`src/verilog/tdcc_regs.svh`:
```
// Register addresses, field positions, reset values and limits of the timer.
// Assumes byte addresses on the CPU memory bus; byte registers use data bits 7:0.
`ifndef TDCC_REGS_SVH
`define TDCC_REGS_SVH

// ----------------------------------------------------------------
// Addresses
// ----------------------------------------------------------------
`define TDCC_ADDR_CNT 16'hFF10
`define TDCC_ADDR_CCA 16'hFF12
`define TDCC_ADDR_CCB 16'hFF14
`define TDCC_ADDR_TMC 16'hFF60
`define TDCC_ADDR_PRM 16'hFF61
`define TDCC_ADDR_CRC 16'hFF62

// ----------------------------------------------------------------
// Reset values and counter limits
// ----------------------------------------------------------------
`define TDCC_CNT_RST 16'h0000
`define TDCC_CNT_MAX 16'hFFFF
`define TDCC_CNT_ONE 16'h0001
`define TDCC_CC_RST 16'h0000
`define TDCC_DATA_RST 16'h0000
`define TDCC_BIT_RST 1'h0

// ----------------------------------------------------------------
// Field positions
// ----------------------------------------------------------------
`define TDCC_TMC_OVF 0
`define TDCC_TMC_TIM 1
`define TDCC_TMC_MLO 2
`define TDCC_TMC_MHI 3
`define TDCC_CRC_AMODE 0
`define TDCC_CRC_ATRIG 1
`define TDCC_CRC_BMODE 2
`define TDCC_PRM_ESA_LO 4
`define TDCC_PRM_ESA_HI 5
`define TDCC_PRM_ESB_LO 6
`define TDCC_PRM_ESB_HI 7

`endif

```
`src/verilog/tdcc_pkg.sv`:
```
// Types shared by the timer modules: modes, edge selects, state records.
// Assumes tdcc_regs.svh supplies all numeric constants.
package tdcc_pkg;

	typedef enum logic [1:0] {
		TDCC_STOP = 2'h0,
		TDCC_FREE = 2'h1,
		TDCC_EDGE_CLR = 2'h2,
		TDCC_MATCH_CLR = 2'h3
	} tdcc_mode_t;

	typedef enum logic [1:0] {
		TDCC_ES_FALL = 2'h0,
		TDCC_ES_RISE = 2'h1,
		TDCC_ES_BAD = 2'h2,
		TDCC_ES_BOTH = 2'h3
	} tdcc_edge_t;

	typedef struct packed {
		logic s1;
		logic s2;
	} tdcc_sync_t;

	typedef struct packed {
		logic [15:0] cnt;
		logic pend;
		logic a_prev;
		logic b_prev;
		tdcc_mode_t mode;
		logic tim;
		logic ovf;
		logic a_cap;
		logic a_trig;
		logic b_cap;
		tdcc_edge_t es_a;
		tdcc_edge_t es_b;
		logic [15:0] rdata;
	} tdcc_top_t;

endpackage

```
`src/verilog/tdcc_sync.sv`:
```
// Two-stage synchroniser for one timer input pin.
// Assumes an asynchronous pin; only the second stage leaves the module.
`timescale 1ns/1ps
`include "tdcc_regs.svh"
module tdcc_sync
(
	// Clock, reset, enable
	input wire logic clk_sys,
	input wire logic rst_n,
	input wire logic ce,
	// Pin
	input wire logic pin_in,
	output logic pin_sync
);
	import tdcc_pkg::*;

	localparam tdcc_sync_t RST_ST = '{s1: `TDCC_BIT_RST, s2: `TDCC_BIT_RST};

	tdcc_sync_t st_ff;
	tdcc_sync_t nxt_st;

	always_comb
	begin
		nxt_st = st_ff;
		nxt_st.s1 = pin_in;
		nxt_st.s2 = st_ff.s1;
	end

	always_ff @(posedge clk_sys or negedge rst_n)
	begin
		if (!rst_n)
			st_ff <= RST_ST;
		else if (ce)
			st_ff <= nxt_st;
	end

	assign pin_sync = st_ff.s2;

endmodule

```
`src/verilog/tdcc_ccr.sv`:
```
// One capture/compare register with its match detector.
// Assumes count advances are flagged by the caller with the new count value.
`timescale 1ns/1ps
`include "tdcc_regs.svh"
module tdcc_ccr
#(
	parameter int W = 16
)
(
	// Clock, reset, enable
	input wire logic clk_sys,
	input wire logic rst_n,
	input wire logic ce,
	// Mode and capture
	input wire logic cap_mode,
	input wire logic cap_evt,
	input wire logic [W-1:0] cap_data,
	// Software write
	input wire logic wr_en,
	input wire logic [W-1:0] wr_data,
	// Counter
	input wire logic cnt_adv,
	input wire logic [W-1:0] cnt_new,
	// Results
	output logic [W-1:0] value,
	output logic match
);
	import tdcc_pkg::*;

	typedef struct packed {
		logic [W-1:0] value;
		logic match;
	} tdcc_ccr_st_t;

	localparam tdcc_ccr_st_t RST_ST = '{value: W'(`TDCC_CC_RST), match: `TDCC_BIT_RST};

	tdcc_ccr_st_t st_ff;
	tdcc_ccr_st_t nxt_st;

	always_comb
	begin
		nxt_st = st_ff;
		// Capture beats a software write in the same cycle
		if (cap_mode && cap_evt)
			nxt_st.value = cap_data;
		else if (wr_en)
			nxt_st.value = wr_data;
		// Compare only on a count advance, so a held count fires once
		nxt_st.match = !cap_mode && cnt_adv && (cnt_new == st_ff.value);
	end

	always_ff @(posedge clk_sys or negedge rst_n)
	begin
		if (!rst_n)
			st_ff <= RST_ST;
		else if (ce)
			st_ff <= nxt_st;
	end

	assign value = st_ff.value;
	assign match = st_ff.match;

endmodule

```
`src/verilog/tdcc_top.sv`:
```
// 16-bit up-counter with two capture/compare registers and CPU register port.
// Assumes count_tick is a one-cycle prescaled count pulse on clk_sys and
// timer inputs are asynchronous pins.
//
// Contract
// - 16-bit read-only counter increments per count tick
// - Counter read holds count clock for snapshot
// - Counter clears at reset and stop mode
// - Edge-clear mode zeroes counter on input A
// - Match-clear mode zeroes counter at register A
// - Control bit 0 selects register A role
// - Register A compare raises match interrupt A
// - Register A captures on pin A or B
// - Pin A edge select encoding per register
// - Pin B edge select encoding for register A
// - Capture registers take 16-bit writes only
// - Zero compare A fires on counter wrap
// - Lower compare value waits for wraparound
// - Control bit 2 selects register B role
// - Register B compare raises match interrupt B
// - Register B captures only on pin A
// - Zero compare B fires on counter wrap
// - Mode bit zero compare, one capture
// - Mode field selects stop, free, edge, match
`timescale 1ns/1ps
`include "tdcc_regs.svh"
module tdcc_top
(
	// Clock, reset, enable
	input wire logic clk_sys,
	input wire logic rst_n,
	input wire logic ce,
	// Prescaled count clock
	input wire logic count_tick,
	// Timer input pins
	input wire logic timer_input_a,
	input wire logic timer_input_b,
	// CPU memory bus
	input wire logic [15:0] bus_addr,
	input wire logic bus_rd,
	input wire logic bus_wr,
	input wire logic bus_word,
	input wire logic [15:0] bus_wdata,
	output logic [15:0] bus_rdata,
	// Interrupt requests
	output logic match_irq_a,
	output logic match_irq_b
);
	import tdcc_pkg::*;

	// ----------------------------------------------------------------
	// State
	// ----------------------------------------------------------------
	localparam tdcc_top_t RST_ST = '{
		cnt: `TDCC_CNT_RST,
		pend: `TDCC_BIT_RST,
		a_prev: `TDCC_BIT_RST,
		b_prev: `TDCC_BIT_RST,
		mode: TDCC_STOP,
		tim: `TDCC_BIT_RST,
		ovf: `TDCC_BIT_RST,
		a_cap: `TDCC_BIT_RST,
		a_trig: `TDCC_BIT_RST,
		b_cap: `TDCC_BIT_RST,
		es_a: TDCC_ES_FALL,
		es_b: TDCC_ES_FALL,
		rdata: `TDCC_DATA_RST
	};

	tdcc_top_t st_ff;
	tdcc_top_t nxt_st;

	logic a_sync;
	logic b_sync;
	logic a_rise;
	logic a_fall;
	logic b_rise;
	logic b_fall;
	logic a_valid;
	logic a_rev;
	logic b_valid;
	logic running;
	logic rd_cnt;
	logic tick_req;
	logic tick;
	logic edge_clr;
	logic match_clr;
	logic cnt_adv;
	logic [15:0] cnt_new;
	logic ovf_set;
	logic cap_a_evt;
	logic cap_b_evt;
	logic wr_cca;
	logic wr_ccb;
	logic wr_tmc;
	logic wr_crc;
	logic wr_prm;
	logic [15:0] cca_value;
	logic [15:0] ccb_value;
	logic [15:0] rd_mux;

	// ----------------------------------------------------------------
	// Pin synchronisers and edge detection
	// ----------------------------------------------------------------
	tdcc_sync u_sync_a
	(
		.clk_sys(clk_sys),
		.rst_n(rst_n),
		.ce(ce),
		.pin_in(timer_input_a),
		.pin_sync(a_sync)
	);

	tdcc_sync u_sync_b
	(
		.clk_sys(clk_sys),
		.rst_n(rst_n),
		.ce(ce),
		.pin_in(timer_input_b),
		.pin_sync(b_sync)
	);

	assign a_rise = a_sync && !st_ff.a_prev;
	assign a_fall = !a_sync && st_ff.a_prev;
	assign b_rise = b_sync && !st_ff.b_prev;
	assign b_fall = !b_sync && st_ff.b_prev;

	// Edge select decode; the prohibited code detects nothing
	function automatic logic edge_hit(tdcc_edge_t es, logic rise, logic fall);
		logic hit;
		hit = 1'h0;
		unique case (es)
			TDCC_ES_FALL: hit = fall;
			TDCC_ES_RISE: hit = rise;
			TDCC_ES_BAD: hit = 1'h0;
			TDCC_ES_BOTH: hit = rise || fall;
		endcase
		return hit;
	endfunction

	// pin A valid edge, and reverse phase for register A
	assign a_valid = edge_hit(st_ff.es_a, a_rise, a_fall);
	assign a_rev = (st_ff.es_a != TDCC_ES_BOTH) && edge_hit(st_ff.es_a, a_fall, a_rise);
	// pin B valid edge, same sense for register A
	assign b_valid = edge_hit(st_ff.es_b, b_rise, b_fall);

	// ----------------------------------------------------------------
	// Counter control
	// ----------------------------------------------------------------
	// every mode except stop runs the counter
	assign running = (st_ff.mode != TDCC_STOP);
	// a counter read defers the tick by one cycle
	assign rd_cnt = bus_rd && (bus_addr == `TDCC_ADDR_CNT);
	assign tick_req = running && (count_tick || st_ff.pend);
	assign tick = tick_req && !rd_cnt;
	// valid pin A edge restarts from zero
	assign edge_clr = running && (st_ff.mode == TDCC_EDGE_CLR) && a_valid;
	// match with register A restarts from zero
	assign match_clr = (st_ff.mode == TDCC_MATCH_CLR) && (st_ff.cnt == cca_value);
	assign cnt_adv = tick && !edge_clr;
	// no early restart on a lowered compare; count runs through wrap
	assign cnt_new = match_clr ? `TDCC_CNT_RST : 16'(st_ff.cnt + `TDCC_CNT_ONE);
	// wrap to zero counts as an advance, so zero compare fires
	assign ovf_set = cnt_adv && (st_ff.cnt == `TDCC_CNT_MAX);

	// register A trigger is pin A reverse phase or pin B
	assign cap_a_evt = running && (st_ff.a_trig ? a_rev : b_valid);
	// register B trigger is pin A valid edge only
	assign cap_b_evt = running && a_valid;

	// ----------------------------------------------------------------
	// Register decode
	// ----------------------------------------------------------------
	// capture registers accept word writes only
	assign wr_cca = bus_wr && bus_word && (bus_addr == `TDCC_ADDR_CCA);
	assign wr_ccb = bus_wr && bus_word && (bus_addr == `TDCC_ADDR_CCB);
	assign wr_tmc = bus_wr && !bus_word && (bus_addr == `TDCC_ADDR_TMC);
	assign wr_crc = bus_wr && !bus_word && (bus_addr == `TDCC_ADDR_CRC);
	assign wr_prm = bus_wr && !bus_word && (bus_addr == `TDCC_ADDR_PRM);

	// ----------------------------------------------------------------
	// Capture/compare registers
	// ----------------------------------------------------------------
	// register A role and compare interrupt
	tdcc_ccr #(.W(16)) u_ccr_a
	(
		.clk_sys(clk_sys),
		.rst_n(rst_n),
		.ce(ce),
		.cap_mode(st_ff.a_cap),
		.cap_evt(cap_a_evt),
		.cap_data(st_ff.cnt),
		.wr_en(wr_cca),
		.wr_data(bus_wdata),
		.cnt_adv(cnt_adv),
		.cnt_new(cnt_new),
		.value(cca_value),
		.match(match_irq_a)
	);

	// register B role and compare interrupt
	tdcc_ccr #(.W(16)) u_ccr_b
	(
		.clk_sys(clk_sys),
		.rst_n(rst_n),
		.ce(ce),
		.cap_mode(st_ff.b_cap),
		.cap_evt(cap_b_evt),
		.cap_data(st_ff.cnt),
		.wr_en(wr_ccb),
		.wr_data(bus_wdata),
		.cnt_adv(cnt_adv),
		.cnt_new(cnt_new),
		.value(ccb_value),
		.match(match_irq_b)
	);

	// ----------------------------------------------------------------
	// Read data
	// ----------------------------------------------------------------
	always_comb
	begin
		rd_mux = `TDCC_DATA_RST;
		unique case (bus_addr)
			`TDCC_ADDR_CNT: rd_mux = st_ff.cnt;
			`TDCC_ADDR_CCA: rd_mux = cca_value;
			`TDCC_ADDR_CCB: rd_mux = ccb_value;
			`TDCC_ADDR_TMC:
			begin
				rd_mux[`TDCC_TMC_MHI:`TDCC_TMC_MLO] = st_ff.mode;
				rd_mux[`TDCC_TMC_TIM] = st_ff.tim;
				rd_mux[`TDCC_TMC_OVF] = st_ff.ovf;
			end
			`TDCC_ADDR_CRC:
			begin
				rd_mux[`TDCC_CRC_AMODE] = st_ff.a_cap;
				rd_mux[`TDCC_CRC_ATRIG] = st_ff.a_trig;
				rd_mux[`TDCC_CRC_BMODE] = st_ff.b_cap;
			end
			`TDCC_ADDR_PRM:
			begin
				rd_mux[`TDCC_PRM_ESA_HI:`TDCC_PRM_ESA_LO] = st_ff.es_a;
				rd_mux[`TDCC_PRM_ESB_HI:`TDCC_PRM_ESB_LO] = st_ff.es_b;
			end
			default: rd_mux = `TDCC_DATA_RST;
		endcase
	end

	// ----------------------------------------------------------------
	// Next state
	// ----------------------------------------------------------------
	always_comb
	begin
		nxt_st = st_ff;
		nxt_st.a_prev = a_sync;
		nxt_st.b_prev = b_sync;
		// remember a tick swallowed by a counter read
		nxt_st.pend = tick_req && rd_cnt;
		// stop mode holds the counter at zero
		if (!running)
			nxt_st.cnt = `TDCC_CNT_RST;
		else if (edge_clr)
			nxt_st.cnt = `TDCC_CNT_RST;
		else if (tick)
			nxt_st.cnt = cnt_new;
		// Overflow: hardware set wins over a software clear
		if (wr_tmc)
		begin
			nxt_st.mode = tdcc_mode_t'(bus_wdata[`TDCC_TMC_MHI:`TDCC_TMC_MLO]);
			nxt_st.tim = bus_wdata[`TDCC_TMC_TIM];
			nxt_st.ovf = bus_wdata[`TDCC_TMC_OVF] || ovf_set;
		end
		else
			nxt_st.ovf = st_ff.ovf || ovf_set;
		if (wr_crc)
		begin
			nxt_st.a_cap = bus_wdata[`TDCC_CRC_AMODE];
			nxt_st.a_trig = bus_wdata[`TDCC_CRC_ATRIG];
			nxt_st.b_cap = bus_wdata[`TDCC_CRC_BMODE];
		end
		if (wr_prm)
		begin
			nxt_st.es_a = tdcc_edge_t'(bus_wdata[`TDCC_PRM_ESA_HI:`TDCC_PRM_ESA_LO]);
			nxt_st.es_b = tdcc_edge_t'(bus_wdata[`TDCC_PRM_ESB_HI:`TDCC_PRM_ESB_LO]);
		end
		if (bus_rd)
			nxt_st.rdata = rd_mux;
	end

	always_ff @(posedge clk_sys or negedge rst_n)
	begin
		if (!rst_n)
			st_ff <= RST_ST;
		else if (ce)
			st_ff <= nxt_st;
	end

	assign bus_rdata = st_ff.rdata;

endmodule

```
`config.mk`:
```
export PLATFORM = sky130hd
export DESIGN_NAME = tdcc_top
export DESIGN_NICKNAME = d
export VERILOG_FILES = /design/src/verilog/tdcc_pkg.sv /design/src/verilog/tdcc_sync.sv /design/src/verilog/tdcc_ccr.sv /design/src/verilog/tdcc_top.sv
export VERILOG_INCLUDE_DIRS = /design/src /design/src/verilog
export SDC_FILE = /design/constraint.sdc
export NUM_CORES = 1
export LEC_CHECK = 0
export BUFFER_PORTS_ARGS = -buffer_cell sky130_fd_sc_hd__buf_2
export CAP_MARGIN = 5
export CORE_MARGIN = 1.5
export CORE_UTILIZATION = 45
export DETAILED_ROUTE_END_ITERATION = 12
export SYNTH_ARGS = -nofsm -noshare
export SYNTH_HDL_FRONTEND = slang
export SYNTH_SLANG_ARGS = --single-unit
```
`constraint.sdc`:
```
create_clock -name clk_sys -period 3.5 [get_ports clk_sys]
set_input_delay 0.175 -clock clk_sys [delete_from_list [all_inputs] [get_ports clk_sys]]
set_output_delay 0.175 -clock clk_sys [all_outputs]
set_load 0.05 [all_outputs]
```
# --- Word level (Yosys, flattened, before mapping) ---
# Index checks and enable logic that the tools add are counted.
op_classes:
  div: 0
  muxes: 17
  eq_ne: 20
  n_lt_le_gt_ge: 0
  shifts: 0
  n_addsub: 1
  reduce_logical: 55
  mul: 0
  n_bitwise: 0
ops:
  columns: ["op", "n"]
  rows:
  - ["16-bit 2-to-1 mux", 8]
  - ["16-bit equality test (second input constant)", 7]
  - ["16-bit equality test", 3]
  - ["1-bit logical AND", 29]
  - ["8-bit case mux with 3 select lines", 1]
  - ["16-bit by 1-bit adder with 16-bit output (second input constant)", 1]
  - ["1-bit case mux with 4 select lines", 4]
  - ["4-bit case mux with 4 select lines", 1]
  - ["3-bit case mux with 5 select lines", 1]
  - ["2-bit AND reduction", 7]
  - ["2-bit equality test (second input constant)", 6]
  - ["1-bit logical NOT", 9]
  - ["2-bit nonzero test", 3]
  - ["1-bit logical OR", 5]
  - ["2-bit by 1-bit equality test with 1-bit output (second input constant)", 2]
  - ["2-bit logical NOT", 2]
  - ["3-bit by 1-bit inequality test with 1-bit output (second input constant)", 1]
  - ["1-bit 2-to-1 mux", 2]
  - ["2-bit inequality test (second input constant)", 1]
totals:
  wordCells: 114
  rom_bits: 0
  out_inout_bits: 18
  latchBits: 0
  memories: 0
  reg_bits: 84
  in_bits: 41
  ramBits: 0

# --- Longest topological paths before layout ---
depth:
  depth_word: 10
  mapped_depth: 11
  ltp_nobuf: 9

# --- Cells and area by module ---
# A second synthesis with hierarchy kept.
hier_totals:
  hier_cells: 577
  hier_area_um2: 5406.4
by_module_without_submodules:
  columns: ["module", "n_inst", "seq_area_each_um2", "cells_each", "area_each_um2"]
  rows:
  - ["tdcc_top", 1, 1151.1, 375, 3321.9]
  - ["tdcc_ccr", 2, 425.4, 97, 969.7]
  - ["tdcc_sync", 2, 50.0, 4, 72.6]

# --- Worst setup path before layout ---
# No wires, ideal clock.
synth_timing:
  kind: "register to register"
  startpoint: "register st_ff[30] in the netlist's numbering"
  endpoint: "register u_ccr_b.st_ff, in the netlist u_ccr_b.match"
  synth_period_minus_slack_ps: 2635
  slack_ps: 865
  path_stages_with_launch: 10
  arrival_time_ps: 2531
  path_buffers: 1
  cell_sequence: "dfrtp_1 ha_1 clkbuf_1 nand4_1 nor4_2 xor2_1 or4b_2 a21oi_1 o22ai_1 o41ai_2"
synth_via:
  elab_chain_cells: 5
  word_cells_on_any_way: 6
  cone_classes: "add/sub (1); eq/ne (2); mux (1); reduce/logical (2)"
synth_rtl:
  columns: ["item", "line_no", "rtl"]
  rows:
  - ["start, declared", "tdcc_top.sv:70", "tdcc_top_t st_ff;"]
  - ["start signal, assigned", "tdcc_top.sv:295", "st_ff <= nxt_st;"]
  - ["parallel branches: the longest is 2 deep, another holds 16-bit by 1-bit adder with 16-bit output", null, null]
  - ["16-bit 2-to-1 mux (*)", "tdcc_top.sv:162", "assign cnt_new = match_clr ? `TDCC_CNT_RST : 16'(st_ff.cnt + `TDCC_CNT_ONE);"]
  - ["16-bit equality test (*)", "tdcc_ccr.sv:49", "nxt_st.match = !cap_mode && cnt_adv && (cnt_new == st_ff.value);"]
  - ["1-bit logical AND (*)", "tdcc_ccr.sv:49", null]
  - ["end signal, assigned", "tdcc_ccr.sv:57", "st_ff <= nxt_st;"]
  - ["end, declared", "tdcc_ccr.sv:37", "tdcc_ccr_st_t st_ff;"]
# Every way passes the cells marked *.
# A chain may end at the register's enable or synchronous reset.

# --- Worst setup path after layout ---
layout_timing:
  startpoint: "register st_ff[31] in the netlist's numbering"
  endpoint: "register u_ccr_b.st_ff, in the netlist u_ccr_b.match"
# Same word-level chain as after synthesis.

==> out/results.txt <==
The flow ran to the end, and the final reports show no timing, DRC or antenna violations. Setup violations remaining at the end of the flow were counted as 0. VDD sags by at most 209 uV. Setup repair after global routing left no endpoint under its margin.

Leaving out filler cells and counting taps, the final layout contains 823. The total detailed-routing wirelength was 18100 um; the synthesized cell area was 5620 um^2. After routing, the total negative slack on setup checks comes to 0 ns.

The count of nets left with antenna violations once routing finished came out at 0. Counting every sink on the clock net gives 84. Data on the critical path is required at its endpoint by 3.76 ns. Entering global routing, the biggest net connects 85 pins. The tools report the critical path endpoint category as a flop. The cell sitting at the root of the clock tree is a sky130_fd_sc_hd__clkbuf_16. Xor and xnor fraction of the mapped netlist area: 0.0563. The effective utilization at floorplan was 0.464; the clock latency on the worst-skew pair was 0.35 ns. The share of flip-flops with an asynchronous set or reset after synthesis is 1.00.

The die boundary width is 115 um. The leakage power summed over all cells was 2.59 nW; the area overhead of the layout relative to synthesis was 10.7%. The tools report the number of global-route vias before repair as 4940. The H-tree generated during clock tree synthesis spans 3 levels. The number of instances in the placed design was 808; the count of port buffers added during placement was 58. The tools report the number of rows in the core area as 40. For the max-cap violation count, the log shows 0. The die covers 13200 um^2. The number of antenna diodes in the final layout is 0. The number of gates resized after CTS was 0. The tools report the top-level port count as 59. The number of design-rule violations left by the first detailed-router iteration is 642, and the portion of the clock cycle consumed by the worst path in the final layout is 0.866.

Static timing analysis puts the maximum clock frequency at 330 MHz. The number of cells produced by synthesis was 625; the cell area after placement was 5950 um^2. Synthesized-area fraction occupied by adder cells: 0.0111.

For this run, the leading register cell type out of synthesis is sky130_fd_sc_hd__dfrtp_1. Global-route usage over all layers: 0.291. The total number of vias is 5068, and the fraction of the yosys area taken by sequential cells is 0.374. For this run, the number of Yosys warnings is 0. Post-synthesis simple-gate area fraction: 0.200. In the routed layout, each cell is associated on average with a via count of 6.16.

In the synthesized netlist, the cells that appear most often are sky130_fd_sc_hd__dfrtp_1, sky130_fd_sc_hd__nand2_1, sky130_fd_sc_hd__o21ai_0. The critical path is of the reg2reg type. In this run the post-CTS setup repair buffer count came out at 0.

The most common cell in the synthesized netlist is sky130_fd_sc_hd__dfrtp_1. The layout cell share with drive strength beyond 1 was 0.192; the area of the core region was 12100 um^2. For this run, design rule violations remaining after detail routing come to 0. For the fill cell instance count of the final layout, the log shows 1183. The worst hold path belongs to the class in2async. The mux contribution to synthesized area was 0.0899; the power density normalized to cell area was 321 nW/um^2. The routed wirelength normalized by instance count was 22.0 um.

The area share of the leading cell type in the synthesized netlist works out to 0.374. The final design instance area without fill was 6220 um^2. The first global-routing pass estimated 28600 um of wire. The synthesized design contains 84 register bits. The average cell area after synthesis is 8.99 um^2. The maximum fanout along the worst path is 10, and the tightest slew margin relative to the limit is 0.274. TritonCTS built the clock tree. The remaining global-route overflow is 0, and the count of final hold-check violations is 0.

After clock tree synthesis, the flow added hold-fix buffers numbering 0. For the largest buffer count on any clock path, the log shows 2. The final weighted congestion in routability-driven placement was 0.977; the half-perimeter wire length after placement was 13500 um. The post-synthesis cell type with the largest combined area was sky130_fd_sc_hd__dfrtp_1. The max-slew violation count is 0. The logs give 697 for the final net count and 671 for the net count of the mapped netlist.

The netlist uses 71 different library cells. The floorplan die height is 115 um. Number of iterations in the first detailed-routing pass: 6. The number of enable flip-flop cells after synthesis is 0. For the worst path arrival time, the log shows 3.29 ns. The tools report the category of the worst setup path launch point as a flop. The clock period minus worst slack came out at 3.03 ns. The synthesized-area fraction occupied by ao, oa, aoi and oai cells came out at 0.204.

On the final layout, the worst clock skew is 0.00852 ns. After clock tree synthesis, the clock-pin slew on the worst setup and hold paths is 0.07 ns. Combinational family with the most area after synthesis: compound AO/OA/AOI/OAI gates.

The sum of internal, switching and leakage power was 2.00 mW; the actual transition at the worst max-transition pin was 1.09 ns. The initial antenna violation count was 0. The clock buffer count from CTS was 9. By area the synthesized netlist is led by sky130_fd_sc_hd__dfrtp_1, sky130_fd_sc_hd__o21ai_0, sky130_fd_sc_hd__mux2i_1.
[cells by family (layout without fill, tap and decap cells)]
family                   Yosys count  in the layout
XOR/XNOR                          33             33
buffers and inverters             72            102
multiplexers                      49             49
AND/OR/NAND/NOR                  208            208
adder cells (fa/ha/maj)            5              5
flip-flops                        84             84
AO/OA/AOI/OAI                    174            174
[metal layers]
metal	share of wire	track usage	vias to the layer above	routed length (um)
li1	-	-	2362	-
met1	0.44	0.397	2440	8020
met2	0.45	0.448	225	8080
met3	0.076	0.0606	41	1380
met4	0.035	0.134	0	632
met5	0	0	-	0
[cell type report]
cell class | count | area [um^2] | area share
Clock inverter | 4 | 26.3 | 0.00422
Tap cell | 168 | 210 | 0.0338
Clock buffer | 11 | 243 | 0.0390
Sequential cell | 84 | 2100 | 0.338
Timing Repair Buffer | 75 | 420 | 0.0676
Multi-Input combinational cell | 469 | 3180 | 0.510
Inverter | 12 | 45.0 | 0.00724
[registers in the layout, indices dropped and copies added (netlist names)]
register,cells
u_ccr_a.value,16
u_sync_a.nxt_st,1
st_ff,30
bus_rdata,16
u_sync_b.nxt_st,1
u_ccr_b.match,1
u_sync_a.pin_sync,1
u_ccr_b.value,16
u_sync_b.pin_sync,1
u_ccr_a.match,1
[critical path, cell delays in order (launching register included)]
cell and delay [ns]:
sky130_fd_sc_hd__dfrtp_1 0.54, sky130_fd_sc_hd__ha_1 0.38, sky130_fd_sc_hd__nand4_1 0.27, sky130_fd_sc_hd__nor4_2 0.44, sky130_fd_sc_hd__xor2_1 0.23, sky130_fd_sc_hd__or4b_2 0.64, sky130_fd_sc_hd__a21oi_1 0.14, sky130_fd_sc_hd__o22ai_1 0.10
sky130_fd_sc_hd__o41ai_2 0.19
[layout by cell type, fill, tap and decap left out, types with 13 or more instances in the layout]
cell type                  netlist  layout
sky130_fd_sc_hd__buf_4          17      18
sky130_fd_sc_hd__a21oi_1        19      19
sky130_fd_sc_hd__dfrtp_1        84      84
sky130_fd_sc_hd__nand3_1        14      14
sky130_fd_sc_hd__xnor2_1        24      24
sky130_fd_sc_hd__nand2_1        80      80
sky130_fd_sc_hd__mux2i_1        37      37
sky130_fd_sc_hd__buf_2          14      57
sky130_fd_sc_hd__nor2_1         14      13
sky130_fd_sc_hd__nor3_1         17      17
sky130_fd_sc_hd__nand4_1        14      14
sky130_fd_sc_hd__o21ai_0        75      74
sky130_fd_sc_hd__a222oi_1       16      16
[where the power goes]
group          total (mW)  leakage [nW]  switching [mW]  internal (mW)
combinational       0.106          1.30          0.0666         0.0398
sequential          0.985          1.16         0.00544          0.980
clock               0.904         0.131           0.409          0.496
[worst paths after layout]
kind / startpoint / end / slack, ns / depth (start not counted)
setup / recovery: st_ff[31] / u_ccr_b.match / 0.47 / 8
hold / removal: rst_n / bus_rdata[1] / 0.01 / 1
setup reg to reg: st_ff[31] / u_ccr_b.match / 0.47 / 8
hold reg to reg: bus_rdata[14] / bus_rdata[14] / 0.47 / 2
max in group asynchronous: rst_n / st_ff[39] / 2.78 / 1
min in group clk_sys: timer_input_b / u_sync_b.nxt_st[0] / 0.05 / 2
[through the flow]
| step | worst slack, ns | util | hold WS (ns) |
|---|---|---|---|
| 4_1_cts | 0.498 | 0.514 | 0.0447 |
| 3_3_place_gp | 0.627 | 0.492 | 0.407 |
| 5_1_grt | 0.237 | 0.514 | 0.0566 |
| 2_1_floorplan | 0.865 | - | -0.121 |
| 6_report | 0.470 | 0.514 | 0.0128 |
| 3_5_place_dp | 0.514 | 0.492 | 0.412 |
Note: power is estimated with default switching activity, not from simulation.
